<file path="src/e1rs_params.svh">
// Purpose: Offsets, field positions, reset values and timing counts for the E1 rx status block
// Assumes: Register indices are word indices; byte address is four times the index
// Notes:   Definitions only
`ifndef E1RS_PARAMS_SVH
`define E1RS_PARAMS_SVH

`define E1RS_BYTE_ADDR(i)       {2'b00, (i), 2'b00}
`define E1RS_IDX_CFG            12'h107
`define E1RS_IDX_SLIP_EN        12'hB08
`define E1RS_IDX_SLIP_STAT      12'hB09
`define E1RS_IDX_LOOP_STAT      12'hB0A
`define E1RS_IDX_LOOP_EN        12'hB0B

`define E1RS_SLIP_BIT           0
`define E1RS_EMPTY_BIT          1
`define E1RS_IWCHG_BIT          4
`define E1RS_IWSTATE_BIT        5
`define E1RS_ALTCHG_BIT         6
`define E1RS_ALTPRES_BIT        7
`define E1RS_CFG_ANNEXB_BIT     0
`define E1RS_CFG_CRC4_BIT       1

`define E1RS_SLIP_EN_MASK       8'h03
`define E1RS_LOOP_EN_MASK       8'h50
`define E1RS_CFG_MASK           8'h03
`define E1RS_REG_RESET          8'h00

`define E1RS_CLK_HZ             64'd40000000
`define E1RS_IW_TIME_MS         64'd400
`define E1RS_IW_CYCLES          ((`E1RS_IW_TIME_MS * `E1RS_CLK_HZ) / 64'd1000)

`endif

</file>
<file path="src/e1rs_pkg.sv">
// Purpose: Types shared by the E1 rx status block
// Assumes: Constants live in e1rs_params.svh
// Notes:   Types only
package e1rs_pkg;
    typedef logic [15:0] e1rs_addr_t;
    typedef logic [31:0] e1rs_word_t;
    typedef logic [7:0]  e1rs_reg_t;
    typedef enum logic { IW_CRC4, IW_NONCRC4 } e1rs_iw_state_t;
endpackage : e1rs_pkg

</file>
<file path="src/e1rs_flag.sv">
// Purpose: Sticky event flag with set winning over clear
// Assumes: Set and clear come from logic on the same clock
// Notes:   Set in the clear cycle keeps the flag high
`timescale 1ns/1ps
`default_nettype none
module e1rs_flag
(
    input  wire logic clock,
    input  wire logic rst_n,
    input  wire logic set,
    input  wire logic clr,
    output var  logic flag
);
    logic flag_ff;
    logic nxt_flag;

    assign nxt_flag = set | (flag_ff & ~clr);
    assign flag     = flag_ff;

    always_ff @(posedge clock or negedge rst_n)
    begin
        if (!rst_n)
            flag_ff <= 1'b0;
        else
            flag_ff <= nxt_flag;
    end
endmodule : e1rs_flag
`default_nettype wire

</file>
<file path="src/e1rs_iw_timer.sv">
// Purpose: Counts clocks while the CRC-4 multiframe search runs
// Assumes: run drops whenever the search is abandoned
// Notes:   expired is a level that holds while run stays high
`timescale 1ns/1ps
`default_nettype none
module e1rs_iw_timer
#(
    parameter int unsigned CYCLES = 16000000
)
(
    input  wire logic clock,
    input  wire logic rst_n,
    input  wire logic run,
    output var  logic expired
);
    localparam logic [31:0] LIMIT = 32'(CYCLES);

    logic [31:0] cnt_ff;
    logic [31:0] nxt_cnt;

    // Saturate so a long wait cannot wrap into a false second expiry
    assign nxt_cnt = !run ? 32'h0000_0000 :
                     (cnt_ff == LIMIT) ? cnt_ff : cnt_ff + 32'h0000_0001;
    assign expired = run && (cnt_ff == LIMIT);

    always_ff @(posedge clock or negedge rst_n)
    begin
        if (!rst_n)
            cnt_ff <= 32'h0000_0000;
        else
            cnt_ff <= nxt_cnt;
    end
endmodule : e1rs_iw_timer
`default_nettype wire

</file>
<file path="src/e1rs_rx_status.sv">
// Purpose: E1 rx slip, auxiliary pattern and interworking status with APB registers
// Assumes: Framer and slip buffer inputs come from logic on the same clock
// Notes:   Status flags are set only while their enable bit is 1
//
// Chosen here: register access over APB.
`timescale 1ns/1ps
`default_nettype none
`include "e1rs_params.svh"
module e1rs_rx_status
#(
    parameter int unsigned IW_CYCLES = 32'(`E1RS_IW_CYCLES)
)
(
    input  wire logic               clock,
    input  wire logic               rst_n,
    input  wire logic               psel,
    input  wire logic               penable,
    input  wire logic               pwrite,
    input  wire e1rs_pkg::e1rs_addr_t paddr,
    input  wire e1rs_pkg::e1rs_word_t pwdata,
    output var  e1rs_pkg::e1rs_word_t prdata,
    output var  logic               pready,
    output var  logic               pslverr,
    input  wire logic               rx_buf_empty,
    input  wire logic               rx_buf_full,
    input  wire logic               rx_buf_read,
    input  wire logic               rx_buf_write,
    input  wire logic               alt_pattern_detect,
    input  wire logic               basic_frame_aligned,
    input  wire logic               crc4_mf_aligned,
    output var  logic               rx_frame_repeat,
    output var  logic               rx_frame_discard,
    output var  logic               irq
);
    import e1rs_pkg::*;

    ////////////////////////////////////////////////////////////////////////////////
    // APB decode

    logic       setup_ph;
    logic       acc_ph;
    logic       wr_acc;
    logic       rd_acc;
    logic       hit_cfg;
    logic       hit_slip_en;
    logic       hit_slip_stat;
    logic       hit_loop_stat;
    logic       hit_loop_en;
    logic       hit_any;
    e1rs_reg_t  wdata8;

    assign setup_ph      = psel && !penable;
    assign acc_ph        = psel && penable;
    assign wr_acc        = acc_ph && pwrite && hit_any;
    assign rd_acc        = acc_ph && !pwrite && hit_any;
    assign hit_cfg       = paddr == `E1RS_BYTE_ADDR(`E1RS_IDX_CFG);
    assign hit_slip_en   = paddr == `E1RS_BYTE_ADDR(`E1RS_IDX_SLIP_EN);
    assign hit_slip_stat = paddr == `E1RS_BYTE_ADDR(`E1RS_IDX_SLIP_STAT);
    assign hit_loop_stat = paddr == `E1RS_BYTE_ADDR(`E1RS_IDX_LOOP_STAT);
    assign hit_loop_en   = paddr == `E1RS_BYTE_ADDR(`E1RS_IDX_LOOP_EN);
    assign hit_any       = hit_cfg | hit_slip_en | hit_slip_stat | hit_loop_stat | hit_loop_en;
    assign wdata8        = pwdata[7:0];
    // No wait state; read data comes from a flop loaded in the setup phase
    assign pready        = acc_ph;
    assign pslverr       = acc_ph && !hit_any;

    ////////////////////////////////////////////////////////////////////////////////
    // Control registers

    e1rs_reg_t cfg_ff;
    e1rs_reg_t slip_en_ff;
    e1rs_reg_t loop_en_ff;
    e1rs_reg_t nxt_cfg;
    e1rs_reg_t nxt_slip_en;
    e1rs_reg_t nxt_loop_en;

    assign nxt_cfg     = (wr_acc && hit_cfg) ? (wdata8 & `E1RS_CFG_MASK) : cfg_ff;
    assign nxt_slip_en = (wr_acc && hit_slip_en) ? (wdata8 & `E1RS_SLIP_EN_MASK) : slip_en_ff;
    assign nxt_loop_en = (wr_acc && hit_loop_en) ? (wdata8 & `E1RS_LOOP_EN_MASK) : loop_en_ff;

    always_ff @(posedge clock or negedge rst_n)
    begin
        if (!rst_n)
        begin
            cfg_ff     <= `E1RS_REG_RESET;
            slip_en_ff <= `E1RS_REG_RESET;
            loop_en_ff <= `E1RS_REG_RESET;
        end
        else
        begin
            cfg_ff     <= nxt_cfg;
            slip_en_ff <= nxt_slip_en;
            loop_en_ff <= nxt_loop_en;
        end
    end

    logic annex_b_mode_enable;
    logic crc4_align_enable;
    logic rx_buffer_empty_irq_enable;
    logic rx_buffer_slip_irq_enable;
    logic alt_pattern_change_irq_enable;
    logic interworking_change_irq_enable;

    assign annex_b_mode_enable            = cfg_ff[`E1RS_CFG_ANNEXB_BIT];
    assign crc4_align_enable              = cfg_ff[`E1RS_CFG_CRC4_BIT];
    assign rx_buffer_empty_irq_enable     = slip_en_ff[`E1RS_EMPTY_BIT];
    assign rx_buffer_slip_irq_enable      = slip_en_ff[`E1RS_SLIP_BIT];
    assign alt_pattern_change_irq_enable  = loop_en_ff[`E1RS_ALTCHG_BIT];
    assign interworking_change_irq_enable = loop_en_ff[`E1RS_IWCHG_BIT];

    ////////////////////////////////////////////////////////////////////////////////
    // Slip buffer events

    logic underflow;
    logic overflow;
    logic repeat_ff;
    logic discard_ff;

    assign underflow = rx_buf_empty && rx_buf_read;
    assign overflow  = rx_buf_full && rx_buf_write;
    always_ff @(posedge clock or negedge rst_n)
    begin
        if (!rst_n)
        begin
            repeat_ff  <= 1'b0;
            discard_ff <= 1'b0;
        end
        else
        begin
            repeat_ff  <= underflow;
            discard_ff <= overflow;
        end
    end

    assign rx_frame_repeat  = repeat_ff;
    assign rx_frame_discard = discard_ff;

    ////////////////////////////////////////////////////////////////////////////////
    // Auxiliary pattern and interworking state

    logic           alt_pattern_present_ff;
    e1rs_iw_state_t iw_state_ff;
    e1rs_iw_state_t nxt_iw_state;
    logic           iw_run;
    logic           iw_expired;
    logic           iw_keep;
    logic           alt_change;
    logic           iw_change;

    // Search is abandoned as soon as any precondition drops, restarting the wait
    assign iw_run  = annex_b_mode_enable && crc4_align_enable && basic_frame_aligned
                     && !crc4_mf_aligned && (iw_state_ff == IW_CRC4);
    assign iw_keep = annex_b_mode_enable && basic_frame_aligned && !crc4_mf_aligned;
    always_comb
    begin
        nxt_iw_state = iw_state_ff;
        case (iw_state_ff)
            IW_CRC4:
                if (iw_expired)
                    nxt_iw_state = IW_NONCRC4;
            IW_NONCRC4:
                if (!iw_keep)
                    nxt_iw_state = IW_CRC4;
            default:
                nxt_iw_state = IW_CRC4;
        endcase
    end

    always_ff @(posedge clock or negedge rst_n)
    begin
        if (!rst_n)
        begin
            alt_pattern_present_ff <= 1'b0;
            iw_state_ff            <= IW_CRC4;
        end
        else
        begin
            alt_pattern_present_ff <= alt_pattern_detect;
            iw_state_ff            <= nxt_iw_state;
        end
    end
    assign alt_change = alt_pattern_detect != alt_pattern_present_ff;
    assign iw_change  = nxt_iw_state != iw_state_ff;

    e1rs_iw_timer #(.CYCLES(IW_CYCLES)) u_iw_timer
    (
        .clock   (clock),
        .rst_n   (rst_n),
        .run     (iw_run),
        .expired (iw_expired)
    );

    ////////////////////////////////////////////////////////////////////////////////
    // Sticky status flags

    e1rs_reg_t rd_mux;
    e1rs_reg_t prdata_ff;
    logic      slip_w1c;
    logic      loop_w1c;
    logic      loop_rd;
    logic      rx_empty_flag;
    logic      rx_slip_flag;
    logic      alt_pattern_change_flag;
    logic      interworking_change_flag;

    assign slip_w1c = wr_acc && hit_slip_stat;
    assign loop_w1c = wr_acc && hit_loop_stat;
    // Only bits already shown to software are cleared, so a late event survives the read
    assign loop_rd  = rd_acc && hit_loop_stat;

    e1rs_flag u_empty_flag
    (
        .clock (clock),
        .rst_n (rst_n),
        .set   (underflow && rx_buffer_empty_irq_enable),
        .clr   (slip_w1c && wdata8[`E1RS_EMPTY_BIT]),
        .flag  (rx_empty_flag)
    );

    e1rs_flag u_slip_flag
    (
        .clock (clock),
        .rst_n (rst_n),
        .set   ((underflow || overflow) && rx_buffer_slip_irq_enable),
        .clr   (slip_w1c && wdata8[`E1RS_SLIP_BIT]),
        .flag  (rx_slip_flag)
    );

    e1rs_flag u_alt_flag
    (
        .clock (clock),
        .rst_n (rst_n),
        .set   (alt_change && alt_pattern_change_irq_enable),
        .clr   ((loop_rd && prdata_ff[`E1RS_ALTCHG_BIT])
                || (loop_w1c && wdata8[`E1RS_ALTCHG_BIT])),
        .flag  (alt_pattern_change_flag)
    );

    e1rs_flag u_iw_flag
    (
        .clock (clock),
        .rst_n (rst_n),
        .set   (iw_change && interworking_change_irq_enable),
        .clr   ((loop_rd && prdata_ff[`E1RS_IWCHG_BIT])
                || (loop_w1c && wdata8[`E1RS_IWCHG_BIT])),
        .flag  (interworking_change_flag)
    );

    ////////////////////////////////////////////////////////////////////////////////
    // Read path and interrupt

    logic      interworking_state;
    e1rs_reg_t slip_stat_view;
    e1rs_reg_t loop_stat_view;

    assign interworking_state = annex_b_mode_enable && (iw_state_ff == IW_NONCRC4);
    assign slip_stat_view = {6'h00, rx_empty_flag, rx_slip_flag};
    assign loop_stat_view = {alt_pattern_present_ff, alt_pattern_change_flag,
                             interworking_state, interworking_change_flag, 4'h0};
    assign rd_mux = hit_cfg       ? cfg_ff :
                    hit_slip_en   ? slip_en_ff :
                    hit_slip_stat ? slip_stat_view :
                    hit_loop_stat ? loop_stat_view :
                    hit_loop_en   ? loop_en_ff : 8'h00;
    always_ff @(posedge clock or negedge rst_n)
    begin
        if (!rst_n)
            prdata_ff <= 8'h00;
        else if (setup_ph && !pwrite)
            prdata_ff <= rd_mux;
    end
    assign prdata = {24'h00_0000, prdata_ff};
    assign irq = (rx_empty_flag && rx_buffer_empty_irq_enable)
               || (rx_slip_flag && rx_buffer_slip_irq_enable)
               || (alt_pattern_change_flag && alt_pattern_change_irq_enable)
               || (interworking_change_flag && interworking_change_irq_enable);
endmodule : e1rs_rx_status
`default_nettype wire

</file>
<file path="config.mk">
export PLATFORM = sky130hd
export DESIGN_NAME = e1rs_rx_status
export DESIGN_NICKNAME = d
export VERILOG_FILES = /design/src/e1rs_pkg.sv /design/src/e1rs_flag.sv /design/src/e1rs_iw_timer.sv /design/src/e1rs_rx_status.sv
export VERILOG_INCLUDE_DIRS = /design/src
export SDC_FILE = /design/constraint.sdc
export NUM_CORES = 1
export LEC_CHECK = 0
export BUFFER_PORTS_ARGS = -buffer_cell sky130_fd_sc_hd__buf_4
export CAP_MARGIN = 20
export CORE_MARGIN = 1.5
export CORE_UTILIZATION = 40
export DETAILED_ROUTE_END_ITERATION = 10
export PLACE_DENSITY = 0.76
export SLEW_MARGIN = 20
export SYNTH_ARGS = -nofsm -noshare
export SYNTH_HDL_FRONTEND = slang
export SYNTH_HIERARCHICAL = 1
export SYNTH_SLANG_ARGS = --single-unit
</file>
<file path="constraint.sdc">
create_clock -name clock -period 2.1 [get_ports clock]
set_input_delay 0.42 -clock clock [delete_from_list [all_inputs] [get_ports clock]]
set_output_delay 0.42 -clock clock [all_outputs]
set_load 0.005 [all_outputs]
</file>
### Word-level counts from Yosys, hierarchy flattened

Index checks and enable logic that the tools add are counted.

* bits in registers: 54
* latch bits: 0
* memory bits (writable): 0
* memory bits (read-only): 0
* input bits: 60
* output and inout port bits: 37
* logic and storage cells: 98
* memories: 0

* add/subtract/negate cells: 1
* multiply operators: 0
* divide/modulo/power cells: 0
* order comparisons: 0
* equal/unequal tests: 9
* shift operators: 0
* mux-type cells: 10
* bitwise logic cells: 17
* reduce and logical (&&, ||, !) cells: 48

Operators with widths (count)
* $eq A16 B14 Y1 const B: 4
* $mux W32: 2
* $logic_and A1 B1 Y1: 38
* $add A32 B1 Y32 const B: 1
* $eq A32 B24 Y1 const B: 1
* $mux W8: 4
* $eq A16 B11 Y1 const B: 1
* $or A1 B1 Y1: 8
* $mux W7: 1
* $logic_or A1 B1 Y1: 6
* $not A1 Y1: 5
* $and A1 B1 Y1: 4
* $logic_not A1 Y1: 4
* $mux W1: 2
* $ne A1 B1 Y1: 2
* $ne A2 B2 Y1 const B: 1
* $pmux W1 S2: 1

### Logic depth before layout (Yosys ltp)

Gate-level depths: netlist (run 1).

* word-level depth: 12
* gate-level depth with buffers: 8

### Modules after synthesis

Netlist (run 1), hierarchy kept.

By module, submodules not included
* e1rs_iw_timer: instances 1, cells an instance 196, area each 1894.3 µm²
* e1rs_rx_status: instances 1, cells an instance 116, area each 1147.4 µm²
* e1rs_flag: instances 4, cells an instance 3, area each 36.3 µm²

### Worst setup path after synthesis (run 1)

Ideal clock, no wire load.

* path type: input to register
* start: input port paddr[12]
* end: register u_slip_flag.flag_ff, in the netlist u_slip_flag/flag
* arrival time: 2.007 ns
* path slack: -0.025 ns
* cell stages on the path: 6
* path buffers: 0
* path through: or4b_1 -> nor4_1 -> and2_1 -> and4_1 -> inv_1 -> a21o_1

* cells in the longest elaborated chain, start to end: 11

RTL lines
* start: declaration: RTL line e1rs_rx_status.sv:19 `input wire e1rs_pkg::e1rs_addr_t paddr,`
* $eq A16 B11 Y1 (no line) or $eq A16 B14 Y1 (tied branches)
* $or A1 B1 Y1 (4 in series): RTL line e1rs_rx_status.sv:61 `assign hit_any = hit_cfg | hit_slip_en | hit_slip_stat | hit_loop_stat | hit_loop_en;`
* $logic_and A1 B1 Y1: RTL line e1rs_rx_status.sv:54 `assign wr_acc = acc_ph && pwrite && hit_any;`
* $logic_and A1 B1 Y1 (*): RTL line e1rs_rx_status.sv:206 `assign slip_w1c = wr_acc && hit_slip_stat;`
* $logic_and A1 B1 Y1 (*): RTL line e1rs_rx_status.sv:225 `` .clr (slip_w1c && wdata8[`E1RS_SLIP_BIT]), ``
* $not A1 Y1 (*): RTL line e1rs_flag.sv:17 `assign nxt_flag = set | (flag_ff & ~clr);`
* $and A1 B1 Y1 (*): RTL line e1rs_flag.sv:17
* $or A1 B1 Y1 (*): RTL line e1rs_flag.sv:17
* named net u_slip_flag.nxt_flag: RTL line e1rs_flag.sv:15 `logic nxt_flag;`
* end signal: assignment: RTL line e1rs_flag.sv:25 `flag_ff <= nxt_flag;`
* end: declaration: RTL line e1rs_flag.sv:14 `logic flag_ff;`

The timed path passes the listed nets; every way through them passes the cells marked *.
A chain may end at the register's enable or synchronous reset.

### Worst setup path in the final report (run 1)

* start: input port paddr[6]
* end: register u_slip_flag.flag_ff, in the netlist u_slip_flag/flag

The elaborated chain is that of the path after synthesis.

==> parameters.txt, run 1 <==
Parameter                              Value

Cells and area
  Sequential cell area ... roughly 0.0013 mm^2
  Count of fill cells added during filler insertion ... 724
  Final nets ... between 400 and 500
  Post-layout utilization of the core ... 0.4861
  Ratio of cells with drive above 1 in the final layout ... 0.2573
  Fin area ... ~0.0038 mm^2
  Area of the multi-input gates ... 0.001733 mm^2
  Syn-to-layout area delta ... 17.86%
  Final antenna diode count ... 0

STA
  Achievable clock frequency ... between 0.4 and 0.5 GHz
  Crit share post-route ... 0.9929
  Min Tclk post-route ... 2085 ps
  Setup total negative slack ... 0 ps
  Max transition margin ... 0.5554
  Finish-stage setup viols ... 0
  Final Hold Violating Endpoints ... 0
  Final worst clock skew ... 10.29 ps
  Pins Over Slew Limit ... 0
  Hold slack ... 138.3 ps
  Transition at the pin with the smallest max-transition slack ... 666.9 ps
  Final critical-path setup slack ... 14.82 ps

Power and ir drop
  Portion of total power attributed to sequential cells ... 0.561
  Combinational power share ... 0.077
  Part of the power in the clock network ... 0.362
  Worst IR drop on VDD ... 0.0003383 V
  P_leak ... between 1.5 and 2 nW
  Power density over the cells ... ~480 mW/mm^2
  Net switching component of the power ... 0.0003897 W
  Switching Fraction ... 0.2155
  Internal power component ... about 0.0014 W

Route
  Antenna violation net count after detailed routing ... 0
  First drt pass iteration count ... 5
  Wirelength, routed ... slightly above 7000 um
  Detail-routed via count per cell ... 5.516
  DR DRC count ... 0
  Via total after detailed routing ... 2642
  Routed wire length per instance ... 14.85 um
  Initial drt markers ... 152

Setup path
  Dominant cell type by count on the critical path ... sky130_fd_sc_hd__buf_4
  Minimum setup slack among reg-to-reg paths ... ~130 ps
  Highest-delay cell along the critical path ... sky130_fd_sc_hd__or4_4
  List of cells traversed by the critical path ... buf_4 -> or4_4 -> buf_4 -> nor4_2 -> and2_1 -> and4_1 -> inv_1 -> a21o_1
  Critical Path Fanout Max ... 3
  Req. time, crit path ... 2290 ps
  Critical Path Source Type ... input pin
  Data arrival time of the critical path ... 2280 ps
  CP Class ... in -> reg
  Startpoint of the most critical register-to-register path ... u_iw_timer/cnt_ff[0]
  Endpoint kind of the worst setup timing path ... register
  Highest cell delay on the worst timing path ... 540 ps
  Critical R2R Capture ... u_iw_flag/flag
  Worst Reg-to-Reg Cells ... 8

Placed design
  Cell area after placement ... between 0.003 and 0.004 mm^2
  Pre-CTS worst setup slack ... -211.8 ps
  Number of port buffers ... 42
  Placer's final routability congestion estimate ... 0.8391
  DP HPWL ... 5156 um

Synth
  Cell types with the largest area share after synthesis ... sky130_fd_sc_hd__dfrtp_1, sky130_fd_sc_hd__buf_4, sky130_fd_sc_hd__a21oi_1
  Post-synth top area cell ... sky130_fd_sc_hd__dfrtp_1
  Number of cells produced by synthesis ... around 320
  Share of the synthesized area in the top cell type ... 0.4083
  Mean instance size in the synthesized netlist ... 9.836 um^2
  Fraction of the yosys area taken by sequential cells ... 0.4083
  Post-synth top flop ... sky130_fd_sc_hd__dfrtp_1
  Flip-flop and latch count after synthesis ... 52
  Fraction of synthesis flops using an asynchronous set or reset pin ... 1.000
  Count of different cell masters after synthesis ... 58
  Number of flops mapped to enable cells by yosys ... 0
  Post-synthesis cell area ... 0.003187 mm^2
  Total number of yosys warnings ... 6

Die
  Area of the die ... 0.008512 mm^2
  Die Y-Extent ... 92.26 um
  Effective utilization at floorplan ... 0.4124
  Number of primary I/O pins ... between 90 and 100
  Number of rows created at floorplan ... 32
  Horizontal extent of the die ... 92.26 um
  Floorplan Core Area ... roughly 0.0077 mm^2

Clock tree
  CTS clock-pin slew for the worst setup and hold paths ... 90 ps
  Bufs on Longest Clock Path ... 2
  Clk sinks ... 52
  Clock buffers created by TritonCTS ... 5
  Hold bufs inserted after CTS ... 0
  Maximum level of the CTS H-tree ... 2
  Clock root buffer ... sky130_fd_sc_hd__clkbuf_8
  Skew-Pair Late Insertion Delay ... 300 ps
  TritonCTS clock tree ... built

Global routing
  Largest net degree at the start of global routing ... 53
  Global route total overflow ... 0
  Initial antenna violation count ... 0
  Wire length of the first global-routing pass ... 11560 um
  Via count of the first global-routing pass ... 2539
  Overall global routing resource usage ... 0.1688

Job
  Number of max-cap violations ... 0

Hold path
  Class of the most critical hold timing path ... in -> async

Outcome
  Status ... finished, final reports clean
## power groups by stage
| stage | logic (W) | registers (W) | clock network, W |
|---|---|---|---|
| finish | 0.000140 | 0.00101 | 0.000654 |
| detailed placement | 0.000136 | 0.00103 | 0 |
| floorplan | 0.0000745 | 0.00103 | 0 |
| CTS | 0.000139 | 0.00101 | 0.000675 |
| global placement | 0.000134 | 0.00103 | 0 |
| global route | 0.000156 | 0.00102 | 0.000715 |
## flip-flops by register name, indices dropped and copies added, names as in the netlist, 2 cells and up
register / count
cfg_ff: 2
loop_en_ff: 2
slip_en_ff: 2
prdata_ff: 6
u_iw_timer/cnt_ff: 32
## cells in the mapped netlist, drive strengths merged, types with 3 or more instances
cell and n:
dfrtp 52, buf 32, nand2 21, a21oi 20
nor2 16, nand3 14, inv 13, nand4 13
and4 11, or4 11, nor4 10, mux2 9
o21ai 9, o31ai 7, xor2 7, mux2i 6
nor3 6, or3 6, and2 5, and3 5
clkbuf 5, a21o 4, nand4bb 4, o41ai 4
xnor2 4, nor4b 3
## what timing repair did
action                     in CTS  in global routing
setup buffers                   3                  2
pin swaps                       5                  5
gates resized for setup         6                  5
setup endpoints to repair       1                  6
## layout make-up
cell class / instances / area share
multi-input cells: 247 / 0.4614
flip-flops and latches: 52 / 0.3464
clock inverters: 1 / 0.007995
repair buffers: 59 / 0.1189
clock buffers: 5 / 0.01832
inverters: 13 / 0.01299
well taps: 102 / 0.03398
## per-layer routing
metal / GRT usage / wire length [um] / up-vias
met5: 0 / 0 / -
met4: 0.05256 / 98 / 0
met3: 0.03317 / 519 / 14
met2: 0.2926 / 3411 / 137
met1: 0.2108 / 3086 / 1230
li1: - / - / 1261
## cell usage in the layout, fill, tap and decap left out, types with 4 or more instances in the layout
master,count
sky130_fd_sc_hd__a21o_1,4
sky130_fd_sc_hd__a21oi_1,20
sky130_fd_sc_hd__and2_1,5
sky130_fd_sc_hd__and3_1,5
sky130_fd_sc_hd__and4_1,9
sky130_fd_sc_hd__buf_4,58
sky130_fd_sc_hd__clkbuf_8,5
sky130_fd_sc_hd__conb_1,26
sky130_fd_sc_hd__dfrtp_1,52
sky130_fd_sc_hd__inv_1,13
sky130_fd_sc_hd__mux2_2,5
sky130_fd_sc_hd__mux2i_1,6
sky130_fd_sc_hd__nand2_1,21
sky130_fd_sc_hd__nand3_1,14
sky130_fd_sc_hd__nand4_1,10
sky130_fd_sc_hd__nand4bb_1,4
sky130_fd_sc_hd__nor2_1,15
sky130_fd_sc_hd__nor3_1,5
sky130_fd_sc_hd__nor4_1,4
sky130_fd_sc_hd__nor4_4,4
sky130_fd_sc_hd__o21ai_0,9
sky130_fd_sc_hd__o31ai_1,7
sky130_fd_sc_hd__o41ai_1,4
sky130_fd_sc_hd__or3_1,6
sky130_fd_sc_hd__or4_1,7
sky130_fd_sc_hd__or4_4,4
sky130_fd_sc_hd__xnor2_1,4
sky130_fd_sc_hd__xor2_1,7
## worst max-delay path by stage
stage | start | to | slack (ps)
5_1_grt | paddr[6] | pslverr | -8
3_3_place_gp | paddr[7] | loop_en_ff[6] | -180
4_1_cts | paddr[8] | u_slip_flag/flag | -10
6_report | paddr[6] | u_slip_flag/flag | 10
2_1_floorplan | paddr[7] | loop_en_ff[4] | 10
3_5_place_dp | paddr[7] | loop_en_ff[6] | -210
## worst max-delay path, delay by kind of cell
kind / cells / cell delay (ps)
and+or+nand+nor: 4 / 1370
buffers and inverters: 3 / 320
AOI/OAI and AO/OA: 1 / 170
## cell families (layout without fill, tap and decap cells)
logic type | after synthesis | after routing | synth area share
AOI/OAI and AO/OA | 55 | 55 | 0.1095
xor gates and xnor gates | 11 | 11 | 0.03023
adders and majority gates | 2 | 2 | 0.007851
buffers and inverters | 50 | 78 | 0.09776
DFF | 52 | 52 | 0.4083
muxes | 15 | 15 | 0.05065
other | 1 | 26 | 0.001177
and+or+nand+nor | 138 | 138 | 0.2945
## through the flow
step	instances	power, W
6_report	479	0.001809
5_1_grt	479	0.001886
4_1_cts	477	0.001827
3_5_place_dp	468	0.001170
3_3_place_gp	468	0.001167
2_1_floorplan	349	0.001109
Note: power is estimated with default switching activity, not from simulation.
==> run 2, diff against run 1 <==
ABC_AREA = 1   (was unset)
PLACE_DENSITY = 0.77   (was 0.76)
clock period = 1.89 ns   (was 2.1 ns; I/O delays follow)
==> run 2 against run 1 <==
  * Clock power increased by 20%
  * Sequential share of layout area fell by 3.9 points
  * Die area increased by 17%
  * Cell area rose by 13%
  * Largest power group unchanged
==> parameters.txt, run 2 <==
Parameter                              Value

Route
  Initial drt markers ... 125 (-18%)
  Wirelength, routed ... 8485 um (+19%)
  Routed wire length per instance ... 11.66 um (-22%)
  Antenna violation net count after detailed routing ... 0 (unchanged)
  DR DRC count ... 0 (unchanged)
  Via total after detailed routing ... 3524 (+33%)
  First drt pass iteration count ... 4 (-1)
  Detail-routed via count per cell ... 4.841 (-12%)

Cells and area
  Most common cell after layout, fill and taps aside ... sky130_fd_sc_hd__nand2_1
  Syn-to-layout area delta ... 13.00%
  Reg with most FFs ... u_iw_timer/cnt_ff
  Leading registers by flop count ... u_iw_timer/cnt_ff x32, prdata_ff x6
  Number of flip-flops under the largest register name ... 32 (unchanged)
  Final antenna diode count ... 0 (unchanged)
  Most used cells in the layout excluding fill and tap cells ... sky130_fd_sc_hd__nand2_1, sky130_fd_sc_hd__nor2_1, sky130_fd_sc_hd__inv_1, sky130_fd_sc_hd__dfrtp_1, sky130_fd_sc_hd__buf_4
  Count of fill cells added during filler insertion ... 927 (+28%)
  Post-layout utilization of the core ... 0.4622 (-0.02387)
  Final nets ... 678 (+54%)
  Ratio of cells with drive above 1 in the final layout ... 0.1669 (-0.09036)
  Number of standard cells in the layout, taps in and fillers out ... 728 (+52%)

Job
  Number of max-cap violations ... 0 (unchanged)

STA
  Crit share post-route ... 0.9579
  Setup repair after global routing missed its margin ... false
  Final worst clock skew ... 8.075 ps (-2.211 ps)
  Pins Over Slew Limit ... 0 (unchanged)
  Setup total negative slack ... 0 ps (unchanged)
  Final Hold Violating Endpoints ... 0 (unchanged)
  Transition at the pin with the smallest max-transition slack ... 641.9 ps (-25.00 ps)
  Achievable clock frequency ... 0.5524 GHz
  Hold slack ... 75.37 ps (-62.91 ps)
  Finish-stage setup viols ... 0 (unchanged)
  Min Tclk post-route ... between 1500 and 2000 ps
  Max transition margin ... 0.5721 (+0.01666)

Clock tree
  CTS clock-pin slew for the worst setup and hold paths ... 100 ps (about the same)
  TritonCTS clock tree ... built
  Clk sinks ... 52 (unchanged)
  Clock buffers created by TritonCTS ... 5 (unchanged)
  Post CTS Setup Buffer Count ... 0 (-3)
  Maximum level of the CTS H-tree ... 2 (unchanged)
  Bufs on Longest Clock Path ... 2 (unchanged)
  Skew-Pair Late Insertion Delay ... 320 ps (+20 ps)
  Clock root buffer ... sky130_fd_sc_hd__clkbuf_8
  Hold bufs inserted after CTS ... 0 (unchanged)

Placed design
  DP HPWL ... 6790 um (+32%)
  DP Cell Count ... 720 (+54%)
  Number of port buffers ... 42 (unchanged)
  Placer's final routability congestion estimate ... 0.9129 (+8.8%)

Synth
  Mean instance size in the synthesized netlist ... 6.591 um^2 (-33%)
  Count of different cell masters after synthesis ... 31 (-47%)
  Post-synthesis cell area ... 0.003744 mm^2 (+17%)
  Count leader, synth ... sky130_fd_sc_hd__nand2_1
  Share of the synthesized area in the top cell type ... 0.3476 (-0.06073)
  Post-synth top flop ... sky130_fd_sc_hd__dfrtp_1
  Cell types with the highest counts after synthesis ... sky130_fd_sc_hd__nand2_1, sky130_fd_sc_hd__nor2_1, sky130_fd_sc_hd__inv_1
  Number of cells produced by synthesis ... 568 (+75%)
  Number of flops mapped to enable cells by yosys ... 0 (unchanged)
  Flip-flop and latch count after synthesis ... 52 (unchanged)
  Cell types with the largest area share after synthesis ... sky130_fd_sc_hd__dfrtp_1, sky130_fd_sc_hd__nand2_1, sky130_fd_sc_hd__nor2_1
  Fraction of the yosys area taken by sequential cells ... 0.3476 (-0.06073)
  Fraction of synthesis flops using an asynchronous set or reset pin ... 1.000 (unchanged)
  Total number of yosys warnings ... 6 (unchanged)
  Post-synth top area cell ... sky130_fd_sc_hd__dfrtp_1

Die
  Floorplan Core Area ... 0.009153 mm^2 (+18%)
  Number of rows created at floorplan ... 35 (+9.4%)
  Horizontal extent of the die ... 99.74 um (+8.1%)
  Effective utilization at floorplan ... 0.4090 (-0.003380)
  Die Y-Extent ... 99.74 um (+8.1%)
  Area of the die ... 0.009948 mm^2 (+17%)
  Number of primary I/O pins ... 97 (unchanged)

Setup path
  Req. time, crit path ... 1510 ps (-780 ps)
  Data arrival time of the critical path ... 1430 ps (-850 ps)
  Critical Path Fanout Max ... 10 (+7)
  Worst Reg-to-Reg Cells ... 7 (-1)
  CP Class ... in -> out
  Endpoint kind of the worst setup timing path ... primary output
  Critical R2R Capture ... u_iw_timer/cnt_ff[16]
  Startpoint of the most critical register-to-register path ... u_iw_timer/cnt_ff[1]
  Minimum setup slack among reg-to-reg paths ... 270 ps (+140 ps)
  Critical Path Source Type ... input pin

Global routing
  Largest net degree at the start of global routing ... 53 (unchanged)
  Overall global routing resource usage ... 0.1828 (+0.01402)
  Initial antenna violation count ... 0 (unchanged)
  Global route total overflow ... 0 (unchanged)
  Wire length of the first global-routing pass ... 14650 um (+27%)
  Via count of the first global-routing pass ... 3275 (+29%)

Power and ir drop
  Worst IR drop on VDD ... 0.0002836 V (-16%)
  Total power of the final layout ... 0.002055 W (+14%)
  P_leak ... 2.057 nW (+27%)
  Power density over the cells ... 485.9 mW/mm^2 (+0.90%)

Outcome
  Status ... finished, final reports clean

Hold path
  Class of the most critical hold timing path ... in -> async
run 2: cell count changes in the layout (fill, tap and decap cells not counted), sizes merged, moves of 6 or more:
cell and change:
o21ai +10, o31ai -7, mux2i -6, inv +65
mux2 -9, nor4 -9, nand3 +13, or4 -11
a21oi -11, nor2 +117, nand2 +162, buf -14
and4 -11, or3 -6
run 2: worst max-delay path by stage:
stage	from	to	slack [ps]	depth (start not counted)
2_1_floorplan	iw_state_ff	u_iw_flag/flag	380	8
3_3_place_gp	paddr[7]	pslverr	80	8
3_5_place_dp	paddr[7]	pslverr	40	8
4_1_cts	paddr[7]	pslverr	40	8
5_1_grt	paddr[9]	pslverr	1	10
6_report	paddr[12]	pslverr	80	10
run 2: cells by family after synthesis:
kind of cell | after synthesis | share of synthesized area
DFF | 52 | 0.3476
other | 1 | 0.001002
AOI/OAI and AO/OA | 33 | 0.04813
adders and majority gates | 2 | 0.006683
and+or+nand+nor | 368 | 0.4502
xor gates and xnor gates | 6 | 0.01404
buffers and inverters | 106 | 0.1324
run 2: power breakdown:
part	switching (W)	internal (W)	total, W
combinational	0.0000873	0.0000598	0.000147
sequential	0.00000337	0.00112	0.00112
clock	0.000387	0.000401	0.000787
total	0.000477	0.00158	0.00206
run 2: layout make-up:
| type | instances | area [um^2] | share of cell area |
|---|---|---|---|
| multi-input cells | 435 | 2052 | 0.4851 |
| flip-flops and latches | 52 | 1301 | 0.3076 |
| repair buffers | 45 | 337.8 | 0.07986 |
| inverters | 77 | 289.0 | 0.06832 |
| well taps | 111 | 138.9 | 0.03283 |
| clock buffers | 6 | 72.57 | 0.01715 |
| clock inverters | 2 | 38.79 | 0.009169 |
run 2: stage by stage:
stage               setup WS, ps  instance area (um^2)
floorplan                  382.9                  3837
global placement           82.22                  4114
detailed placement         40.01                  4114
CTS                        36.50                  4225
global route               1.123                  4230
finish                     79.60                  4230
run 2: worst max-delay path: stages:
cell and delay, ps:
sky130_fd_sc_hd__buf_4 120, sky130_fd_sc_hd__nor2_2 160, sky130_fd_sc_hd__nand2_4 80, sky130_fd_sc_hd__nor2_8 180, sky130_fd_sc_hd__nand2_4 80, sky130_fd_sc_hd__nand2_2 80
sky130_fd_sc_hd__inv_2 40, sky130_fd_sc_hd__nand3_4 120, sky130_fd_sc_hd__nor2_1 60, sky130_fd_sc_hd__buf_4 130
run 2: per-layer routing:
layer  GRT usage  wire, um  up-vias
met5           0         0        -
met4     0.05309       139        0
met3     0.03584       418       10
met2      0.3255      4219       87
met1      0.2232      3707     1644
li1            -         -     1783
run 2: timing repair:
action | CTS | global route
hold endpoints to repair | 0 | 0
setup endpoints to repair | 0 | 1
gates resized for setup | 0 | 3
==> run 3, diff against run 2 <==
CORE_UTILIZATION = 49   (was 40)
PLACE_DENSITY = 0.89   (was 0.77)
==> run 3 against run 2 <==
  * Total power fell by 5.9%
  * Register-to-register slack got worse by 30 ps
  * Cell count fell by 1.6%
  * Worst setup slack improved by 5.1 ps
  * Sequential cell count did not move
  * Clock skew fell by 0.99 ps
  * Critical path type unchanged
  * Clock power fell by 15%
  * First-iteration DRC count rose by 49%
==> parameters.txt, run 3 (same netlist as run 2, synthesis figures left out) <==
Parameter                              Value

Die
  Floorplan Core Area ... 0.007331 mm^2 (-20%)
  Die Y-Extent ... 90.41 um (-9.4%)
  Effective utilization at floorplan ... 0.5107 (+0.1016)
  Horizontal extent of the die ... 90.41 um (-9.4%)
  Number of rows created at floorplan ... 31 (-11%)
  Area of the die ... 0.008173 mm^2 (-18%)
  Number of primary I/O pins ... 97 (unchanged)

Cells and area
  Number of flip-flops under the largest register name ... 32 (unchanged)
  Reg with most FFs ... u_iw_timer/cnt_ff
  Fin area ... 0.004190 mm^2 (-0.95%)
  Final antenna diode count ... 0 (unchanged)
  Most common cell after layout, fill and taps aside ... sky130_fd_sc_hd__nand2_1
  Ratio of cells with drive above 1 in the final layout ... 0.1653 (-0.001621)
  Count of fill cells added during filler insertion ... 713 (-23%)
  Final nets ... 678 (unchanged)
  Syn-to-layout area delta ... 11.93%
  Most used cells in the layout excluding fill and tap cells ... sky130_fd_sc_hd__nand2_1, sky130_fd_sc_hd__nor2_1, sky130_fd_sc_hd__inv_1, sky130_fd_sc_hd__dfrtp_1, sky130_fd_sc_hd__buf_4
  Leading registers by flop count ... u_iw_timer/cnt_ff x32, prdata_ff x6
  Post-layout utilization of the core ... 0.5716 (+0.1094)

Power and ir drop
  Total power of the final layout ... 0.001935 W (-5.9%)
  P_leak ... 2.042 nW (-0.74%)
  Worst IR drop on VDD ... 0.0002489 V (-12%)
  Power density over the cells ... 461.7 mW/mm^2 (-5.0%)

Clock tree
  Maximum level of the CTS H-tree ... 2 (unchanged)
  Clock root buffer ... sky130_fd_sc_hd__clkbuf_8
  Post CTS Setup Buffer Count ... 0 (unchanged)
  Skew-Pair Late Insertion Delay ... 310 ps (about the same)
  TritonCTS clock tree ... built
  Clock buffers created by TritonCTS ... 5 (unchanged)
  Clk sinks ... 52 (unchanged)
  Hold bufs inserted after CTS ... 0 (unchanged)
  Bufs on Longest Clock Path ... 2 (unchanged)
  CTS clock-pin slew for the worst setup and hold paths ... 100 ps (about the same)

STA
  Setup repair after global routing missed its margin ... false
  Setup total negative slack ... 0 ps (unchanged)
  Max transition margin ... 0.5634 (-0.008635)
  Final critical-path setup slack ... 84.69 ps (+5.094 ps)
  Final Hold Violating Endpoints ... 0 (unchanged)
  Finish-stage setup viols ... 0 (unchanged)
  Final worst clock skew ... 7.085 ps (-0.9898 ps)
  Achievable clock frequency ... 0.5539 GHz (+0.28%)
  Crit share post-route ... 0.9552 (-0.002695)
  Min Tclk post-route ... 1805 ps (-5.094 ps)
  Pins Over Slew Limit ... 0 (unchanged)
  Transition at the pin with the smallest max-transition slack ... 654.8 ps (+12.95 ps)

Global routing
  Overall global routing resource usage ... 0.2246 (+0.04175)
  Wire length of the first global-routing pass ... 14970 um (+2.2%)
  Initial antenna violation count ... 0 (unchanged)
  Largest net degree at the start of global routing ... 53 (unchanged)
  Global route total overflow ... 0 (unchanged)
  Via count of the first global-routing pass ... 3493 (+6.7%)

Route
  Routed wl met2 ... 4428 um (+5.0%)
  First drt pass iteration count ... 5 (+1)
  Routed wire length per instance ... 12.31 um (+5.6%)
  Detail-routed via count per cell ... 5.027 (+3.8%)
  Met3 layer wire length in the routed design ... 531 um (+27%)
  Antenna violation net count after detailed routing ... 0 (unchanged)
  Wirelength, routed ... 8815 um (+3.9%)
  Initial drt markers ... 186 (+49%)
  Highest routed layer ... met4
  DR DRC count ... 0 (unchanged)
  Via total after detailed routing ... 3599 (+2.1%)
  Detailed-routing wirelength on met1 ... 3616 um (-2.5%)

Placed design
  Number of port buffers ... 42 (unchanged)
  DP HPWL ... 6998 um (+3.1%)
  Cell area after placement ... 0.004099 mm^2 (-0.37%)
  Pre-CTS worst setup slack ... 32.80 ps (-7.208 ps)
  Placer's final routability congestion estimate ... 0.9912 (+8.6%)

Setup path
  Data arrival time of the critical path ... 1430 ps (about the same)
  CP Class ... in -> out
  Req. time, crit path ... 1510 ps (about the same)
  Endpoint kind of the worst setup timing path ... primary output
  Critical Path Source Type ... input pin
  Critical Path Fanout Max ... 10 (unchanged)

Hold path
  Class of the most critical hold timing path ... in -> async

Outcome
  Status ... finished, final reports clean

Job
  Number of max-cap violations ... 0 (unchanged)
==> run 3: area by class of cell <==
class	instances	area [um^2]	area share
Clock buffer	6	72.57	0.01732
Clock inverter	2	16.27	0.003882
Inverter	77	289.0	0.06898
Multi-Input combinational cell	435	2049	0.4891
Sequential cell	52	1301	0.3105
Tap cell	99	123.9	0.02956
Timing Repair Buffer	45	337.8	0.08062
==> run 3: repair_timing <==
item | in CTS | in global routing
gates resized for setup | 0 | 2
endpoints found under the hold margin | 0 | 0
endpoints found under the setup margin | 0 | 1
==> run 3: critical path, cell delays in order <==
cell	delay, ps
sky130_fd_sc_hd__buf_4	110
sky130_fd_sc_hd__nor2_2	130
sky130_fd_sc_hd__nand2_2	120
sky130_fd_sc_hd__nor2_8	190
sky130_fd_sc_hd__nand4_2	130
sky130_fd_sc_hd__nand3_4	180
sky130_fd_sc_hd__nor2_1	60
sky130_fd_sc_hd__buf_4	130
==> run 3: worst paths after layout <==
kind | startpoint | to | slack, ps | depth (start not counted)
hold reg to reg | cfg_ff[1] | cfg_ff[1] | 480 | 2
setup reg to reg | u_iw_timer/cnt_ff[1] | u_iw_timer/cnt_ff[16] | 240 | 7
max in group asynchronous | rst_n | u_iw_timer/cnt_ff[8] | 1360 | 1
hold / removal | rst_n | u_iw_timer/cnt_ff[17] | 80 | 1
setup / recovery | paddr[15] | pslverr | 80 | 8
min in group clock | alt_pattern_detect | alt_pattern_present_ff | 180 | 1
==> run 3: where the power goes <==
group          switching (W)  total [W]  internal (W)
Clock               0.000402   0.000667      0.000265
Sequential        0.00000352    0.00112       0.00112
Combinational      0.0000867   0.000146     0.0000597
Total               0.000493    0.00193       0.00144
==> run 3: per-layer routing <==
metal / vias up / GRT usage
met4: 0 / 0.1019
met1: 1662 / 0.2533
met3: 26 / 0.03451
met5: - / 0
li1: 1786 / -
met2: 125 / 0.4135
==> run 3: metrics by stage <==
| step | hold slack, ps | std cells |
|---|---|---|
| final | 78.53 | 716 |
| after global routing | 135.7 | 716 |
| after CTS | 109.1 | 716 |
| after detailed placement | 461.9 | 708 |
| after global placement | 448.0 | 708 |
| after floorplan | 82.41 | 593 |
